**src/rsfs_pkg.sv**
```systemverilog
// Constants, register map and types for the reverse supply fault supervisor
package rsfs_pkg;
   // Clock and documented times in nanoseconds
   localparam int CLK_PERIOD_NS  = 40;
   localparam int OVLD_FLAG_NS   = 37_500_000;
   localparam int OVLD_STOP_NS   = 60_000_000;
   localparam int OFF_TIME_NS    = 300_000_000;
   localparam int SYS_UV_NS      = 8_000_000;
   localparam int BLINK_HALF_NS  = 500_000_000;
   localparam int START_BLANK_NS = 1_000_000;

   // Least times round up to whole cycles
   function automatic int rsfs_cyc(input int t_ns);
      return (t_ns + CLK_PERIOD_NS - 1) / CLK_PERIOD_NS;
   endfunction : rsfs_cyc

   localparam int OVLD_FLAG_CYC   = rsfs_cyc(OVLD_FLAG_NS);
   localparam int OVLD_STOP_CYC   = rsfs_cyc(OVLD_STOP_NS);
   localparam int OFF_TIME_CYC    = rsfs_cyc(OFF_TIME_NS);
   localparam int SYS_UV_CYC      = rsfs_cyc(SYS_UV_NS);
   localparam int BLINK_HALF_CYC  = rsfs_cyc(BLINK_HALF_NS);
   localparam int START_BLANK_CYC = rsfs_cyc(START_BLANK_NS);
   localparam int CNT_W           = 24;

   // Register offsets
   localparam logic [7:0] REG_FLAGS  = 8'h00;
   localparam logic [7:0] REG_MASK   = 8'h01;
   localparam logic [7:0] REG_STATUS = 8'h02;
   localparam logic [7:0] REG_MODE   = 8'h03;
   localparam logic [7:0] REG_ILIM   = 8'h04;

   // Flag and mask bit positions
   localparam int FLAG_REV = 0;
   localparam int FLAG_SUV = 1;
   localparam int FLAG_SOV = 2;
   localparam int NFLAG    = 3;

   // Mode register fields
   localparam int MODE_LSB = 0;
   localparam int MODE_MSB = 3;
   localparam int STBY_BIT = 4;
   localparam int SKIP_BIT = 5;

   // Status register fields
   localparam int ST_OK     = 0;
   localparam int ST_DTL_LSB = 1;
   localparam int ST_DTL_MSB = 2;
   localparam int ST_ON     = 3;
   localparam int ST_DIR    = 4;
   localparam int ST_DISCH  = 5;
   localparam int ST_SHDN   = 6;

   // Reset values
   localparam logic [3:0]       MODE_RST = 4'h0;
   localparam logic [NFLAG-1:0] MASK_RST = 3'h0;
   localparam logic [2:0]       ILIM_RST = 3'h0;

   localparam logic [3:0] MODE_REVERSE  = 4'ha;
   localparam logic [3:0] MODE_NOCHG_MAX = 4'h4;
   localparam logic [2:0] ILIM_TOP      = 3'h3;

   // Fault detail codes
   localparam logic [1:0] DTL_UV   = 2'h0;
   localparam logic [1:0] DTL_ILIM = 2'h1;
   localparam logic [1:0] DTL_OV   = 2'h2;
   localparam logic [1:0] DTL_NONE = 2'h3;

   // Charger state codes on chg_state
   localparam logic [2:0] CHG_TRICKLE = 3'h1;
   localparam logic [2:0] CHG_PRECHG  = 3'h2;
   localparam logic [2:0] CHG_FAST    = 3'h3;
   localparam logic [2:0] CHG_TOPOFF  = 3'h4;
   localparam logic [2:0] CHG_DONE    = 3'h5;
   localparam logic [2:0] CHG_FAULT   = 3'h6;

   // Synchronised input positions
   localparam int SI_PIN  = 0;
   localparam int SI_OVLD = 1;
   localparam int SI_UV   = 2;
   localparam int SI_OV   = 3;
   localparam int SI_SUV  = 4;
   localparam int SI_SOV  = 5;
   localparam int SI_HOT  = 6;
   localparam int SI_COOL = 7;
   localparam int NSYNC   = 8;

   typedef enum logic [1:0] {RS_OFF, RS_DISCH, RS_RUN, RS_HICCUP} rsfs_rev_t;
endpackage : rsfs_pkg

```
**src/rsfs_top.sv**
```systemverilog
// Reverse buck control, fault supervision, status pins and registers
//
// Function
// - Status pin released: no input, standby, faults
// - Charging: status pin blinks 1Hz, half duty
// - Reverse mode on mode 0x0A or pin
// - Three-bit current limit, four settings
// - Current direction reported out in reverse mode
// - Fault detail latched until status read
// - Overload 37.5ms: flag, not ok, detail 01
// - Overload 60ms stops; 300ms off, repeats
// - Input undervoltage: stop, flag, detail 00
// - Input overvoltage: stop, flag, detail 10
// - Under/overvoltage stop retries after 300ms
// - Start from off only below threshold, discharge first; hiccup retries restart without either
// - Reverse flag, mask and ok status reachable
// - System undervoltage: flag now, 8ms shutdown
// - System overvoltage: flag and shutdown now
// - Thermal shutdown, re-enable after cooling
// - Interrupt pin low on unmasked pending flag
// - Reverse power-good only inside voltage window
`timescale 1ns/1ps
module rsfs_top
   import rsfs_pkg::*;
#(
   parameter int P_OVLD_FLAG_CYC   = OVLD_FLAG_CYC,
   parameter int P_OVLD_STOP_CYC   = OVLD_STOP_CYC,
   parameter int P_OFF_TIME_CYC    = OFF_TIME_CYC,
   parameter int P_SYS_UV_CYC      = SYS_UV_CYC,
   parameter int P_BLINK_HALF_CYC  = BLINK_HALF_CYC,
   parameter int P_START_BLANK_CYC = START_BLANK_CYC
) (
   input  wire logic       clock,
   input  wire logic       rst,
   input  wire logic [7:0] addr,
   input  wire logic [7:0] wdata,
   input  wire logic       wr,
   input  wire logic       rd,
   output logic      [7:0] rdata,
   input  wire logic       reverse_enable_pin,
   input  wire logic       ovld_cmp,
   input  wire logic       in_uv_cmp,
   input  wire logic       in_ov_cmp,
   input  wire logic       sys_uv_cmp,
   input  wire logic       sys_ov_cmp,
   input  wire logic       die_hot_cmp,
   input  wire logic       die_cool_cmp,
   input  wire logic       input_valid,
   input  wire logic [2:0] chg_state,
   output logic            switching_en,
   output logic            discharge_en,
   output logic            current_out_dir,
   output logic      [1:0] reverse_current_limit_field,
   output logic            skip_disable_bit,
   output logic            shutdown,
   output logic            stat_oe,
   output logic            power_good_out_n_oe,
   output logic            interrupt_out_n_oe
);
   localparam logic [CNT_W-1:0] C_FLAG  = CNT_W'(P_OVLD_FLAG_CYC - 1);
   localparam logic [CNT_W-1:0] C_STOP  = CNT_W'(P_OVLD_STOP_CYC - 1);
   localparam logic [CNT_W-1:0] C_OFF   = CNT_W'(P_OFF_TIME_CYC - 1);
   localparam logic [CNT_W-1:0] C_SUV   = CNT_W'(P_SYS_UV_CYC);
   localparam logic [CNT_W-1:0] C_BLINK = CNT_W'(P_BLINK_HALF_CYC - 1);
   localparam logic [CNT_W-1:0] C_BLANK = CNT_W'(P_START_BLANK_CYC);

   typedef struct packed {
      rsfs_rev_t        rs;
      logic [NFLAG-1:0] flags;
      logic [NFLAG-1:0] mask;
      logic [3:0]       mode;
      logic             stby;
      logic             skip;
      logic [2:0]       ilim;
      logic [1:0]       dtl;
      logic             dtl_held;
      logic             therm;
      logic             shdn;
      logic             blink;
      logic             sw_en;
      logic             disch_en;
      logic             dir_out;
      logic             ok;
      logic             pg_oe;
      logic             irq_oe;
      logic             stat_oe;
      logic [1:0]       ilim_sel;
      logic [7:0]       rdata;
   } rsfs_state_t;

   rsfs_state_t      s_ff;
   rsfs_state_t      nxt_s;
   logic [NSYNC-1:0] sin;
   logic [CNT_W-1:0] c_ovld;
   logic [CNT_W-1:0] c_st;
   logic [CNT_W-1:0] c_suv;
   logic [CNT_W-1:0] c_blink;
   logic             req;
   logic             shut;
   logic             ev_rev;
   logic [1:0]       ev_dtl;
   logic             rd_flags;
   logic             rd_stat;
   logic             blinking;
   logic             stat_hiz;
   logic             ovld_run;

   // Comparators and the enable pin come from outside the clock domain
   rsfs_sync #(.W(NSYNC)) u_sync (
      .clock (clock),
      .rst   (rst),
      .din   ({die_cool_cmp, die_hot_cmp, sys_ov_cmp, sys_uv_cmp,
                in_ov_cmp, in_uv_cmp, ovld_cmp, reverse_enable_pin}),
      .dout  (sin)
   );

   assign ovld_run = (s_ff.rs == RS_RUN) && sin[SI_OVLD];
   assign blinking = (chg_state == CHG_TRICKLE) || (chg_state == CHG_PRECHG) ||
                     (chg_state == CHG_FAST);

   rsfs_cnt u_c_ovld  (.clock(clock), .rst(rst), .clr(!ovld_run),           .count(c_ovld));
   rsfs_cnt u_c_st    (.clock(clock), .rst(rst), .clr(nxt_s.rs != s_ff.rs), .count(c_st));
   rsfs_cnt u_c_suv   (.clock(clock), .rst(rst), .clr(!sin[SI_SUV]),        .count(c_suv));
   rsfs_cnt u_c_blink (.clock(clock), .rst(rst),
                       .clr(!blinking || (c_blink == C_BLINK)),             .count(c_blink));

   always_comb begin
      nxt_s    = s_ff;
      req      = (s_ff.mode == MODE_REVERSE) || sin[SI_PIN];
      rd_flags = rd && (addr == REG_FLAGS);
      rd_stat  = rd && (addr == REG_STATUS);
      ev_rev   = 1'b0;
      ev_dtl   = DTL_NONE;

      // Thermal latch keeps off until the cool comparator trips
      if (sin[SI_HOT]) begin
         nxt_s.therm = 1'b1;
      end else if (sin[SI_COOL]) begin
         nxt_s.therm = 1'b0;
      end
      shut = sin[SI_SOV] || (sin[SI_SUV] && (c_suv >= C_SUV)) || s_ff.therm;
      nxt_s.shdn = shut;

      unique case (s_ff.rs)
         RS_OFF: begin
            if (req) begin
               nxt_s.rs = sin[SI_UV] ? RS_RUN : RS_DISCH;
            end
         end
         RS_DISCH: begin
            if (sin[SI_UV]) begin
               nxt_s.rs = RS_RUN;
            end
         end
         RS_RUN: begin
            // Undervoltage blanked at start: the port rises from below threshold
            if (sin[SI_UV] && (c_st >= C_BLANK)) begin
               ev_rev   = 1'b1;
               ev_dtl   = DTL_UV;
               nxt_s.rs = RS_HICCUP;
            end else if (sin[SI_OV]) begin
               ev_rev   = 1'b1;
               ev_dtl   = DTL_OV;
               nxt_s.rs = RS_HICCUP;
            end else if (ovld_run && (c_ovld >= C_STOP)) begin
               nxt_s.rs = RS_HICCUP;
            end
            if (ovld_run && (c_ovld == C_FLAG) && !ev_rev) begin
               ev_rev = 1'b1;
               ev_dtl = DTL_ILIM;
            end
         end
         RS_HICCUP: begin
            if (c_st >= C_OFF) begin
               nxt_s.rs = RS_RUN;
            end
         end
      endcase
      if (!req || shut) begin
         nxt_s.rs = RS_OFF;
      end

      // Set wins over the read clear
      nxt_s.flags = (rd_flags ? '0 : s_ff.flags) |
                    {sin[SI_SOV], sin[SI_SUV], ev_rev};

      if (rd_stat) begin
         nxt_s.dtl_held = 1'b0;
      end
      if (ev_rev && (!s_ff.dtl_held || rd_stat)) begin
         nxt_s.dtl      = ev_dtl;
         nxt_s.dtl_held = 1'b1;
      end

      if (wr) begin
         unique case (addr)
            REG_MASK: nxt_s.mask = wdata[NFLAG-1:0];
            REG_MODE: begin
               nxt_s.mode = wdata[MODE_MSB:MODE_LSB];
               nxt_s.stby = wdata[STBY_BIT];
               nxt_s.skip = wdata[SKIP_BIT];
            end
            REG_ILIM: nxt_s.ilim = wdata[2:0];
            default: ;
         endcase
      end
      // Shutdown returns the mode and limit registers to reset values; the mask keeps its value
      if (shut) begin
         nxt_s.mode = MODE_RST;
         nxt_s.stby = 1'b0;
         nxt_s.skip = 1'b0;
         nxt_s.ilim = ILIM_RST;
      end

      nxt_s.rdata = '0;
      if (rd) begin
         unique case (addr)
            REG_FLAGS:  nxt_s.rdata = {5'h00, s_ff.flags};
            REG_MASK:   nxt_s.rdata = {5'h00, s_ff.mask};
            REG_STATUS: begin
               nxt_s.rdata[ST_OK]                 = s_ff.ok;
               nxt_s.rdata[ST_DTL_MSB:ST_DTL_LSB] = s_ff.dtl;
               nxt_s.rdata[ST_ON]                 = s_ff.sw_en;
               nxt_s.rdata[ST_DIR]                = s_ff.dir_out;
               nxt_s.rdata[ST_DISCH]              = s_ff.disch_en;
               nxt_s.rdata[ST_SHDN]               = s_ff.shdn;
            end
            REG_MODE:   nxt_s.rdata = {2'h0, s_ff.skip, s_ff.stby, s_ff.mode};
            REG_ILIM:   nxt_s.rdata = {5'h00, s_ff.ilim};
            default:    nxt_s.rdata = '0;
         endcase
      end

      nxt_s.sw_en    = (nxt_s.rs == RS_RUN);
      nxt_s.disch_en = (nxt_s.rs == RS_DISCH);
      nxt_s.dir_out  = req && !shut;
      nxt_s.ok       = (nxt_s.rs == RS_RUN) && !(ovld_run && (c_ovld >= C_FLAG));
      // Codes above the fourth setting clamp to the highest limit
      nxt_s.ilim_sel = (nxt_s.ilim > ILIM_TOP) ? ILIM_TOP[1:0] : nxt_s.ilim[1:0];
      // Skip mode is the host's duty; it is only passed on to the converter
      nxt_s.pg_oe    = nxt_s.dir_out ? (!sin[SI_UV] && !sin[SI_OV]) : input_valid;
      nxt_s.irq_oe   = |(nxt_s.flags & ~nxt_s.mask);

      if (!blinking) begin
         nxt_s.blink = 1'b1;
      end else if (c_blink == C_BLINK) begin
         nxt_s.blink = !s_ff.blink;
      end
      stat_hiz = !input_valid || s_ff.stby || (s_ff.mode <= MODE_NOCHG_MAX) ||
                 (chg_state == CHG_FAULT) || shut;
      if (stat_hiz) begin
         nxt_s.stat_oe = 1'b0;
      end else if ((chg_state == CHG_TOPOFF) || (chg_state == CHG_DONE)) begin
         nxt_s.stat_oe = 1'b1;
      end else begin
         nxt_s.stat_oe = blinking && s_ff.blink;
      end
   end

   always_ff @(posedge clock or posedge rst) begin
      if (rst) begin
         s_ff          <= '0;
         s_ff.rs       <= RS_OFF;
         s_ff.mask     <= MASK_RST;
         s_ff.mode     <= MODE_RST;
         s_ff.ilim     <= ILIM_RST;
         s_ff.dtl      <= DTL_NONE;
         s_ff.blink    <= 1'b1;
      end else begin
         s_ff <= nxt_s;
      end
   end

   assign rdata                       = s_ff.rdata;
   assign switching_en                = s_ff.sw_en;
   assign discharge_en                = s_ff.disch_en;
   assign current_out_dir             = s_ff.dir_out;
   assign reverse_current_limit_field = s_ff.ilim_sel;
   assign skip_disable_bit            = s_ff.skip;
   assign shutdown                    = s_ff.shdn;
   assign stat_oe                     = s_ff.stat_oe;
   assign power_good_out_n_oe         = s_ff.pg_oe;
   assign interrupt_out_n_oe          = s_ff.irq_oe;

   chk_stat_noinput: assert property (@(posedge clock) disable iff (rst)
      !input_valid |=> !stat_oe) else $error("status pin driven with no input");
   chk_stat_done_low: assert property (@(posedge clock) disable iff (rst)
      (input_valid && !s_ff.stby && s_ff.mode > MODE_NOCHG_MAX && !shut &&
       (chg_state == CHG_DONE || chg_state == CHG_TOPOFF)) |=> stat_oe)
      else $error("status pin not low when charge done");
   chk_rev_off: assert property (@(posedge clock) disable iff (rst)
      (s_ff.mode != MODE_REVERSE && !sin[SI_PIN]) |=> !switching_en)
      else $error("switching without reverse request");
   chk_detail_hold: assert property (@(posedge clock) disable iff (rst)
      (s_ff.dtl_held && !rd_stat) |=> $stable(s_ff.dtl))
      else $error("fault detail changed before read");
   chk_ovld_flag: assert property (@(posedge clock) disable iff (rst)
      (ovld_run && c_ovld == C_FLAG) |=> s_ff.flags[FLAG_REV] && !s_ff.ok)
      else $error("overload flag missing");
   chk_hiccup_off: assert property (@(posedge clock) disable iff (rst)
      (s_ff.rs == RS_RUN ##1 s_ff.rs == RS_HICCUP) |-> !switching_en [*2])
      else $error("switching during off time");
   chk_uv_detail: assert property (@(posedge clock) disable iff (rst)
      (s_ff.rs == RS_RUN && sin[SI_UV] && c_st >= C_BLANK && !s_ff.dtl_held && req && !shut)
      |=> s_ff.dtl == DTL_UV && s_ff.rs == RS_HICCUP) else $error("undervoltage fault missed");
   chk_ov_detail: assert property (@(posedge clock) disable iff (rst)
      (s_ff.rs == RS_RUN && sin[SI_OV] && !(sin[SI_UV] && c_st >= C_BLANK) &&
       !s_ff.dtl_held && req && !shut) |=> s_ff.dtl == DTL_OV)
      else $error("overvoltage fault missed");
   chk_disch_start: assert property (@(posedge clock) disable iff (rst)
      (s_ff.rs == RS_OFF && req && !shut && !sin[SI_UV]) |=> discharge_en && !switching_en)
      else $error("no discharge before start");
   chk_sysov_shdn: assert property (@(posedge clock) disable iff (rst)
      sin[SI_SOV] |=> shutdown && s_ff.flags[FLAG_SOV]) else $error("overvoltage no shutdown");
   chk_irq_pin: assert property (@(posedge clock) disable iff (rst)
      (|(s_ff.flags & ~s_ff.mask)) |-> interrupt_out_n_oe) else $error("interrupt pin idle");
   chk_flag_sticky: assert property (@(posedge clock) disable iff (rst)
      (s_ff.flags[FLAG_SUV] && !rd_flags) |=> s_ff.flags[FLAG_SUV])
      else $error("flag lost before read");
endmodule : rsfs_top

```
**src/rsfs_sync.sv**
```systemverilog
// Three-stage input synchroniser with agreement filter
`timescale 1ns/1ps
module rsfs_sync #(
   parameter int W = 8
) (
   input  wire logic         clock,
   input  wire logic         rst,
   input  wire logic [W-1:0] din,
   output logic      [W-1:0] dout
);
   typedef struct packed {
      logic [W-1:0] s1;
      logic [W-1:0] s2;
      logic [W-1:0] s3;
      logic [W-1:0] q;
   } rsfs_sync_t;

   rsfs_sync_t s_ff;
   rsfs_sync_t nxt_s;

   always_comb begin
      nxt_s    = s_ff;
      nxt_s.s1 = din;
      nxt_s.s2 = s_ff.s1;
      nxt_s.s3 = s_ff.s2;
      // A change is taken only once the last two stages agree
      nxt_s.q  = (s_ff.s2 & s_ff.s3) | (s_ff.q & (s_ff.s2 ^ s_ff.s3));
   end

   always_ff @(posedge clock or posedge rst) begin
      if (rst) begin
         s_ff <= '0;
      end else begin
         s_ff <= nxt_s;
      end
   end

   assign dout = s_ff.q;
endmodule : rsfs_sync

```
**src/rsfs_cnt.sv**
```systemverilog
// Saturating elapsed-time counter with synchronous clear
`timescale 1ns/1ps
module rsfs_cnt
   import rsfs_pkg::*;
(
   input  wire logic             clock,
   input  wire logic             rst,
   input  wire logic             clr,
   output logic      [CNT_W-1:0] count
);
   typedef struct packed {
      logic [CNT_W-1:0] cnt;
   } rsfs_cnt_t;

   rsfs_cnt_t c_ff;
   rsfs_cnt_t nxt_c;

   always_comb begin
      nxt_c = c_ff;
      if (clr) begin
         nxt_c.cnt = '0;
      end else if (~&c_ff.cnt) begin
         nxt_c.cnt = c_ff.cnt + 1'b1;
      end
   end

   always_ff @(posedge clock or posedge rst) begin
      if (rst) begin
         c_ff <= '0;
      end else begin
         c_ff <= nxt_c;
      end
   end

   assign count = c_ff.cnt;
endmodule : rsfs_cnt

```
**config.mk**
```make
export PLATFORM = sky130hd
export DESIGN_NAME = rsfs_top
export DESIGN_NICKNAME = d
export VERILOG_FILES = /design/src/rsfs_pkg.sv /design/src/rsfs_top.sv /design/src/rsfs_sync.sv /design/src/rsfs_cnt.sv
export SDC_FILE = /design/constraint.sdc
export NUM_CORES = 1
export LEC_CHECK = 0
export BUFFER_PORTS_ARGS = -buffer_cell sky130_fd_sc_hd__clkbuf_2
export CAP_MARGIN = 10
export CORE_ASPECT_RATIO = 1.2
export CORE_MARGIN = 4
export CORE_UTILIZATION = 52
export DETAILED_ROUTE_END_ITERATION = 7
export GPL_ROUTABILITY_DRIVEN = 0
export GPL_TIMING_DRIVEN = 0
export PLACE_DENSITY = 0.69
export RECOVER_POWER = 100
export SYNTH_ARGS = -nofsm -noshare
export SYNTH_HDL_FRONTEND = slang
export SYNTH_HIERARCHICAL = 1
export SYNTH_SLANG_ARGS = --single-unit
```
**constraint.sdc**
```tcl
create_clock -name clock -period 3.7 [get_ports clock]
set_input_delay 0.185 -clock clock [delete_from_list [all_inputs] [get_ports clock]]
set_output_delay 0.185 -clock clock [all_outputs]
set_load 0.01 [all_outputs]
```
==> reports/results.ini, run 1 <==
[finish]
final_layout_size_suffix_gt1_share_pct=17.41
multi_input_area_sq_um=4728
syn_to_final_growth_pct=12.44
diodes=0
ff_latch_area_sq_um=4183
layout_commonest_cell=dfrtp_1
nFillCells=1571
finalNetCount=1105
layout_common_cells=164 x dfrtp_1, 86 x nor2_1, 65 x nand2_1

[worst_hold_path]
hold_class=in -> async

[sta]
timing.final.hold_violations=13
max_slew.worst_pin.slew_ns=1.470
setup_violations=0
post-route-period-util_pct=88.38
max_freq_mhz=305.8
fin_tns_setup_ns=0
final.min_clock_period_ns=3.270
finalMaxSlewViolations=0
timing.hold.ws_ns=-0.03256
relSlewSlack_pct=1.890
fin_skew_ns=0.009271
rsz0062_at_grt=false

[run]
maxCapViolCount=1

[critical_path]
reg2reg_depth=11
slowest_delay_ns=0.53
crit_cells=11
cp_common_cell=clkbuf_2
path_max_fanout=10
critPathArrivalTime_ns=3.59
slowest_stage=a2111o_1
end_kind=register
crit_family=compound AO/OA/AOI/OAI gates
path_cells=nor4_1, o21ai_1, a2111o_1, or2_2, clkbuf_1, a211oi_1, a311o_1, clkbuf_2, clkbuf_2, nor2_1, mux2_2
criticalPathCategory=reg -> reg
cp.required_ns=4.02
start_kind=register
timing.rr.start=u_c_suv/count[15]
startpoint=u_c_suv/count[15]
path_buf_inv=3

[synthesis]
synth-warning-count=6
syn-num-nets=1027
ys_seq_elements=167
postSynthAreaPerCell_sq_um=9.660
synth_seq_area_share_pct=44.05
synthArstFlopShare_pct=100.0
syn_area_sq_um=9495
synthDistinctLibCells=66
ys_top_cells_by_area=dfrtp_1 43%, mux2_2 7.4%, and4_1 4.1%
synth_largest_area_cell=dfrtp_1
ys.flop_type=dfrtp_1
yosysTopAreaCellShare_pct=43.22
netlist_instances=983
synth_edf_count=0

[route]
num_vias=7780
viasPerCell=6.012
detail_route.wl_per_cell_microns=17.29
remaining_drc_errors=0
ant_nets=0
wirelength_mm=22.38
first_iter_violations=471
drtPass1Iterations=5

[pwr]
p_leak_nw=4.569
power_mw=4.258
ir_drop_v=0.0003478
pwr_density_cell_nw_per_um2=398.8

[grt]
grt_pass1_vias=7596
grt_max_degree=40
overflow=0
grt_first_pass_wirelength_mm=37.91
antenna_found_initial=0
track_usage_pct=22.34

[clock_network]
cts.clk_slew.worst_paths_ns=0.07
cts_made_buffers=17
htreeDepth=4
clock_path_buffers=2
clkLatencyLatePin_ns=0.43
cts_post_setup_buffers_inserted=0
cts_tree=built
cts.sinks=167
cts_root_buf=clkbuf_16

[placement]
hpwl_mm=15.93
portBuffers=46

[status]
violations=negative hold slack, max-capacitance violations
run_status=complete, but fails checks

[floorplanning]
die_w_microns=131.4
placementRows=53
core_area_sq_um=17710
start_util_pct=53.63
dieArea_sq_um=20490
ioPinCount=50
die_y_microns=156.0

## registers in the layout, indices dropped and copies added, names as in the netlist, 2 cells and up
name / flops
rdata: 7
reverse_current_limit_field: 2
s_ff: 22
u_c_blink/count: 24
u_c_ovld/count: 24
u_c_st/count: 24
u_c_suv/count: 24
u_sync/dout: 8
u_sync/nxt_s: 16
u_sync/s_ff: 8
## kinds of logic (layout without fill, tap and decap cells)
family | after synthesis | count (layout) | share of synthesized area [%]
other | 1 | 1 | 0.03949
buffers and inverters | 95 | 186 | 5.785
flip-flops | 167 | 167 | 44.05
AO/OA/AOI/OAI | 187 | 187 | 12.72
multiplexers | 70 | 70 | 8.209
AND/OR/NAND/NOR | 450 | 450 | 27.53
adder cells (fa/ha/maj) | 12 | 12 | 1.581
XOR/XNOR | 1 | 1 | 0.09226
## cell type report
cell class	count	area share, %
Multi-Input combinational cell	721	44.29
Timing Repair Buffer	59	3.094
Clock buffer	20	4.371
Clock inverter	12	1.629
Inverter	26	0.9141
Tap cell	220	2.578
Buffer	69	3.949
Sequential cell	167	39.18
## path summary, 6_finish.rpt
check / endpoint / slack, ns
setup / recovery: u_c_st/count[8] / 0.43
max in group asynchronous: u_sync/nxt_s[8] / 2.47
hold reg to reg: u_sync/nxt_s[9] / 0.35
hold / removal: u_sync/nxt_s[20] / -0.03
setup reg to reg: u_c_st/count[8] / 0.43
min in group clock: stat_oe / 0.02
## worst reg2reg max path, stage by stage (launching register included)
cell and delay, ns:
dfrtp_1 0.44, nor4_1 0.30, o21ai_1 0.14, a2111o_1 0.53, or2_2 0.34, clkbuf_1 0.16
a211oi_1 0.19, a311o_1 0.16, clkbuf_2 0.26, clkbuf_2 0.30, nor2_1 0.08, mux2_2 0.26
## power by group
group          internal [mW]  leakage (nW)  switching, mW
Sequential              1.90          2.21         0.0744
Clock                   1.18         0.304          0.747
Combinational          0.140          2.06          0.221
Total                   3.22          4.57           1.04
## Yosys cell counts (20+ instances only)
library cell  number
inv_1             26
a21oi_1           62
nand2_1           65
and2_1            20
nor3_1            24
buf_4             22
nand4_1           37
dfrtp_1          164
nand3_1           49
and4_1            44
nor2b_1           54
a211oi_1          31
mux2_2            62
nor2_1            86
o21ai_0           29
## repair_timing
action                                 in CTS  in global routing
resized for setup                           0                  6
hold buffers                               12                  0
endpoints found under the hold margin      12                  0
setup endpoints to repair                   0                 12
## metrics by stage
step,utilization [%],cell area (sq um),std cells,worst slack [ns],hold WS [ns]
floorplan,-,9495,983,0.7773,0.1996
global placement,56.48,10000,1249,0.09908,0.2943
detailed placement,56.48,10000,1249,0.1130,0.2955
CTS,60.78,10760,1293,0.08230,0.01030
global route,60.30,10680,1294,0.1159,0.02525
finish,60.30,10680,1294,0.4298,-0.03256
## layer usage
| metal | global-route usage [%] | wire (microns) | up-vias |
|---|---|---|---|
| li1 | - | - | 3767 |
| met1 | 28.98 | 9876 | 3775 |
| met2 | 38.22 | 11110 | 195 |
| met3 | 3.516 | 842 | 43 |
| met4 | 8.304 | 551 | 0 |
| met5 | 0 | 0 | - |
(Power assumes the default switching activity.)
==> run 2, diff against run 1 <==
BUFFER_PORTS_ARGS = default   (was -buffer_cell sky130_fd_sc_hd__clkbuf_2)
DONT_BUFFER_PORTS = 1   (was default)
PLACE_DENSITY = 0.67   (was 0.69)
==> run 2 against run 1 <==
Combinational power shrank 5.8%; highest routed layer unchanged; via count decreased by 1.1%; final cell count down 2.6%; flip-flop and latch count unchanged; clock-buffer cell count is 3 lower; die area is the same; sequential power barely moved; largest cell class unchanged; the run ends with max-capacitance violations, max-slew violations left; sequential share of layout area is 0.51 points higher; worst hold slack improved by 0.051 ns; first-iteration DRC count increased by 5.1%; clock power is essentially flat.
==> reports/results.ini, run 2 (same netlist as run 1, synthesis figures left out) <==
[floorplanning]
die_w_microns=131.4  ; unchanged
placementRows=53  ; unchanged
ioPinCount=50  ; unchanged
start_util_pct=53.63  ; unchanged
core_area_sq_um=17710  ; unchanged
dieArea_sq_um=20490  ; unchanged
die_y_microns=156.0  ; unchanged

[critical_path]
criticalPathCategory=reg -> reg
path_max_fanout=10  ; unchanged
start_kind=register
cp.required_ns=4.01  ; about the same
end_kind=register
critPathArrivalTime_ns=3.66  ; +0.07 ns

[clock_network]
cts_tree=built
clkLatencyLatePin_ns=0.43  ; about the same
htreeDepth=4  ; unchanged
cts.sinks=167  ; unchanged
cts.clk_slew.worst_paths_ns=0.07  ; about the same
clock_path_buffers=2  ; unchanged
cts_post_setup_buffers_inserted=0  ; unchanged
cts_made_buffers=17  ; unchanged
cts_root_buf=clkbuf_16

[finish]
nFillCells=1590  ; +1.2%
fin_area_sq_um=10540  ; -1.3%
syn_to_final_growth_pct=11.00
final_layout_size_suffix_gt1_share_pct=14.34  ; -3.1 points
layout_commonest_cell=dfrtp_1
layout_common_cells=164 x dfrtp_1, 86 x nor2_1, 65 x nand2_1
finalNetCount=1070  ; -3.2%

[pwr]
ir_drop_v=0.0003637  ; +4.6%
p_leak_nw=4.434  ; -3.0%
pwr_density_cell_nw_per_um2=402.3  ; +0.87%

[grt]
grt_first_pass_wirelength_mm=37.81  ; -0.25%
track_usage_pct=22.50  ; +0.15 points
grt_max_degree=40  ; unchanged
antenna_found_initial=1  ; +1
overflow=0  ; unchanged
grt_pass1_vias=7595  ; -0.013%

[sta]
final.min_clock_period_ns=3.351  ; +0.08056 ns
fin_skew_ns=0.01382  ; +0.004545 ns
fin_ws_ns=0.3492  ; -0.08056 ns
fin_tns_setup_ns=0  ; unchanged
rsz0062_at_grt=false
timing.final.hold_violations=0  ; -13
setup_violations=0  ; unchanged
timing.hold.ws_ns=0.01859  ; +0.05116 ns
max_freq_mhz=298.4  ; -2.4%
relSlewSlack_pct=-0.8501  ; -2.7 points
max_slew.worst_pin.slew_ns=1.511  ; +0.04106 ns
finalMaxSlewViolations=40  ; +40
post-route-period-util_pct=90.56  ; +2.2 points

[route]
viasPerCell=6.105  ; +1.5%
num_vias=7692  ; -1.1%
first_iter_violations=495  ; +5.1%
remaining_drc_errors=0  ; unchanged
wirelength_mm=22.60  ; +0.97%
ant_nets=0  ; unchanged
drtPass1Iterations=5  ; unchanged
detail_route.wl_per_cell_microns=17.93  ; +3.7%

[status]
violations=max-capacitance violations, max-slew violations
run_status=complete, but fails checks

[worst_hold_path]
hold_class=in -> reg

[run]
maxCapViolCount=1  ; unchanged

[placement]
place_ws_ns=0.05842  ; -0.05454 ns
portBuffers=0  ; -100%
dpl_cell_area_sq_um=9771  ; -2.3%
hpwl_mm=15.68  ; -1.6%

==> run 2: cell count changes in the layout (fill, tap and decap cells not counted), sizes merged <==
| cell | delta |
|---|---|
| diode | +1 |
| clkinv | -1 |
| buf | -9 |
| clkinvlp | -1 |
| inv | +5 |
| dlygate4sd3 | +11 |
| clkbuf | -40 |
==> run 2: path summary, 6_finish.rpt <==
path | end | start | slack [ns] | depth (start not counted)
worst min register to register | u_sync/nxt_s[13] | u_sync/nxt_s[21] | 0.34 | 0
worst min-delay path | s_ff[34] | wr | 0.02 | 2
max in group asynchronous | rdata[0] | rst | 1.99 | 2
min in group asynchronous | u_sync/dout[1] | rst | 0.27 | 2
worst max register to register | u_c_st/count[14] | u_c_suv/count[15] | 0.35 | 10
worst max-delay path | u_c_st/count[14] | u_c_suv/count[15] | 0.35 | 10
==> run 2: layout make-up <==
cell class	instances	area [sq um]	share of cell area, %
antenna	1	2.502	0.02374
buffer	69	387.9	3.680
clock buffer	17	425.4	4.036
clock inverter	15	212.7	2.018
inverter	26	97.59	0.9259
multi-input combinational	721	4722	44.80
sequential	167	4183	39.68
tap	220	275.3	2.612
timing repair buffer	24	234.0	2.220
==> run 2: worst max-delay path, stage by stage, from the launching register on <==
cell and delay [ns]:
dfrtp_1 0.44, nor4_1 0.33, o21ai_0 0.19, a2111o_1 0.54, or2_2 0.34, clkbuf_1 0.16, a211oi_1 0.21, a311o_1 0.17
clkbuf_1 0.40, clkbuf_2 0.35, nor3_1 0.10
==> run 2: per-layer routing <==
| layer | up-vias | track usage (%) | routed length, microns |
|---|---|---|---|
| li1 | 3706 | - | - |
| met1 | 3784 | 27.54 | 9795 |
| met2 | 173 | 40.46 | 11530 |
| met3 | 29 | 4.258 | 919 |
| met4 | 0 | 7.204 | 354 |
| met5 | - | 0 | 0 |
==> run 2: power breakdown <==
group | internal [mW] | switching, mW
logic | 0.135 | 0.204
clock network | 1.14 | 0.781
registers | 1.89 | 0.0802
total | 3.17 | 1.07
==> run 2: repair_timing <==
item / CTS / global route
hold buffers: 23 / 0
endpoints found under the hold margin: 191 / 0
gates resized for setup: 0 / 6
endpoints found under the setup margin: 0 / 13
==> run 2: per-stage QoR <==
step | power (mW) | utilization (%) | cells
2_1_floorplan | 2.227 | - | 983
3_5_place_dp | 2.331 | 55.18 | 1203
4_1_cts | 4.292 | 60.09 | 1258
6_report | 4.240 | 59.53 | 1260
3_3_place_gp | 2.320 | 55.18 | 1203
5_1_grt | 4.431 | 59.53 | 1260
==> run 3, diff against run 2 <==
ABC_AREA = 1   (was default)
REMOVE_ABC_BUFFERS = 1   (was default)
==> run 3 against run 2 <==
The run still ends with max-capacitance violations, max-slew violations left; non-clock buffer count decreased by 74; via count increased by 12%; global-route usage increased by 0.25 points; largest cell class unchanged.
==> reports/results.ini, run 3 <==
[critical_path]
slowest_stage=clkinv_1
crit_family=simple AND/OR/NAND/NOR gates
start_kind=register
end_kind=register
path_buf_inv=1  ; -2
criticalPathCategory=reg -> reg
path_cells=nor2_1, nand2_1, nor2_2, nand2_1, nor2_1, nand2_1, nand2_2, nand2_1, nand2_1, nand2_2, nand2_1, nand2_1, nand3_1, clkinv_1, nand3_4, o31ai_1
critPathArrivalTime_ns=3.52  ; -0.14 ns
cp_common_cell=nand2_1
cp.required_ns=3.99  ; -0.02 ns
path_max_fanout=26  ; +16
slowest_delay_ns=0.66  ; +0.12 ns

[sta]
max_freq_mhz=310.0  ; +3.9%
fin_skew_ns=0.01353  ; -0.0002881 ns
finalMaxSlewViolations=40  ; unchanged
timing.final.hold_violations=0  ; unchanged
rsz0062_at_grt=false
fin_ws_ns=0.4740  ; +0.1248 ns
post-route-period-util_pct=87.19  ; -3.4 points
final.min_clock_period_ns=3.226  ; -0.1248 ns
relSlewSlack_pct=-0.6399  ; +0.21 points
max_slew.worst_pin.slew_ns=1.508  ; -0.003149 ns
setup_violations=0  ; unchanged
fin_tns_setup_ns=0  ; unchanged

[synthesis]
postSynthAreaPerCell_sq_um=7.223  ; -25%
synth_largest_area_cell=dfrtp_1
netlist_instances=1365  ; +39%
syn_area_sq_um=9859  ; +3.8%
synth_edf_count=0  ; unchanged
synth_common_cells=424 x nand2_1, 175 x nor2_1, 164 x dfrtp_1
synth_seq_area_share_pct=42.42  ; -1.6 points
synth-warning-count=6  ; unchanged
synthArstFlopShare_pct=100.0  ; unchanged
yosysTopAreaCellShare_pct=41.62  ; -1.6 points
ys_seq_elements=167  ; unchanged
ys.flop_type=dfrtp_1
synth_most_common_cell=nand2_1
synthDistinctLibCells=42  ; -36%
ys_top_cells_by_area=dfrtp_1 42%, nand2_1 16%, nand3_1 7.9%

[route]
viasPerCell=5.279  ; -14%
detail_route.wl_per_cell_microns=14.44  ; -19%
wirelength_mm=23.57  ; +4.3%
first_iter_violations=538  ; +8.7%
num_vias=8616  ; +12%
ant_nets=0  ; unchanged
drtPass1Iterations=6  ; +1
remaining_drc_errors=0  ; unchanged

[pwr]
combPwrFrac_pct=6.9  ; -1.1 points
seq_power_share_pct=48.9  ; +2.3 points
ir_drop_v=0.0003540  ; -2.7%
clkPwrFrac_pct=44.1  ; -1.3 points
p_leak_nw=5.005  ; +13%
p_sw_mw=1.092  ; +2.5%
p_int_mw=2.933  ; -7.6%
switching_share_pct=27.12  ; +2.0 points
power_mw=4.025  ; -5.1%
pwr_density_cell_nw_per_um2=379.7  ; -5.6%

[finish]
final_layout_size_suffix_gt1_share_pct=8.116  ; -6.2 points
fin_area_sq_um=10600  ; +0.58%
finalNetCount=1411  ; +32%
syn_to_final_growth_pct=7.525
layout_commonest_cell=nand2_1
layout_common_cells=428 x nand2_1, 177 x nor2_1, 164 x dfrtp_1
diodes=0  ; -1
fin_util_pct=57.69  ; -1.8 points

[floorplanning]
start_util_pct=53.65  ; about the same
die_y_microns=158.8  ; +1.8%
core_area_sq_um=18380  ; +3.8%
placementRows=54  ; +1.9%
ioPinCount=50  ; unchanged
die_w_microns=133.7  ; +1.8%
dieArea_sq_um=21240  ; +3.6%

[clock_network]
hold_buffers=18  ; -22%
cts_made_buffers=17  ; unchanged
cts_tree=built
clock_path_buffers=2  ; unchanged
clkLatencyLatePin_ns=0.44  ; about the same
cts.sinks=167  ; unchanged
cts_root_buf=clkbuf_16
cts_post_setup_buffers_inserted=0  ; unchanged
htreeDepth=4  ; unchanged
cts_resized=0  ; unchanged
cts.clk_slew.worst_paths_ns=0.07  ; about the same

[grt]
antenna_found_initial=0  ; -1
track_usage_pct=22.74  ; +0.25 points
met2_usage_pct=40.28  ; -0.19 points
top_usage_layer=met2
grt_first_pass_wirelength_mm=39.87  ; +5.4%
grtUsageMet3_pct=4.810  ; +0.55 points
grt_max_degree=40  ; unchanged
use_met1_pct=26.75  ; -0.78 points
overflow=0  ; unchanged
grt_pass1_vias=8440  ; +11%

[placement]
hpwl_mm=17.30  ; +10%
portBuffers=0  ; unchanged
place_ws_ns=0.4270  ; +0.3686 ns
dpl_cell_area_sq_um=9911  ; +1.4%

[run]
maxCapViolCount=1  ; unchanged

[status]
run_status=complete, but fails checks
violations=max-capacitance violations, max-slew violations

[worst_hold_path]
hold_class=in -> reg

-- run 3: changes by cell type after synthesis, sizes merged, moves of 30 or more --
cell	delta
nand2	+390
inv	+134
nor2	+110
nand3	+107
mux2	-63
nor2b	-54
a21oi	-47
and4	-44
a211oi	-30
o21bai	+30
-- run 3: worst min-delay path: stages --
cell and delay (ns):
nand3_4 0.09, nor2_4 0.05, inv_2 0.07, nor2_1 0.04
-- run 3: final cells by class --
type | instances | area [sq um]
fillers | 1794 | 7776
multi-input cells | 998 | 4721
flip-flops and latches | 167 | 4183
inverters | 164 | 615.6
clock buffers | 17 | 425.4
well taps | 252 | 315.3
repair buffers | 19 | 183.9
clock inverters | 15 | 157.7
-- run 3: path summary, 6_finish.rpt --
check / start / to / slack [ns] / cells past startpoint
hold reg to reg: u_sync/nxt_s[23] / u_sync/nxt_s[15] / 0.35 / 0
min in group asynchronous: rst / u_sync/dout[1] / 0.29 / 2
setup / recovery: u_c_st/count[23] / u_c_st/count[2] / 0.47 / 16
hold / removal: addr[1] / rdata[6] / 0.04 / 4
setup reg to reg: u_c_st/count[23] / u_c_st/count[2] / 0.47 / 16
max in group asynchronous: rst / u_sync/nxt_s[12] / 1.92 / 3
-- run 3: metal layers --
| layer | wire length [microns] | up-vias |
|---|---|---|
| met5 | 0 | - |
| met4 | 603 | 0 |
| met3 | 988 | 44 |
| met2 | 12150 | 176 |
| met1 | 9823 | 4047 |
| li1 | - | 4349 |
-- run 3: logic make-up after synthesis --
| group | count (synthesis) | synth area share, % |
|---|---|---|
| buffers and inverters | 200 | 8.921 |
| AO/OA/AOI/OAI | 86 | 5.533 |
| other | 1 | 0.03803 |
| AND/OR/NAND/NOR | 899 | 41.56 |
| flip-flops | 167 | 42.42 |
| adder cells (fa/ha/maj) | 12 | 1.523 |
-- run 3: metrics by stage --
step / hold WS [ns] / instances
after detailed placement: 0.2165 / 1581
after CTS: 0.02729 / 1631
after global placement: 0.2165 / 1581
after global routing: 0.05024 / 1632
final: 0.04355 / 1632
after floorplan: 0.1996 / 1329
-- run 3: power by group through the flow --
stage	registers, mW	logic (mW)	clock network [mW]
CTS	1.97	0.290	1.82
finish	1.97	0.279	1.78
floorplan	1.98	0.201	0
global placement	2.00	0.260	0
global route	1.98	0.314	1.90
detailed placement	2.00	0.267	0
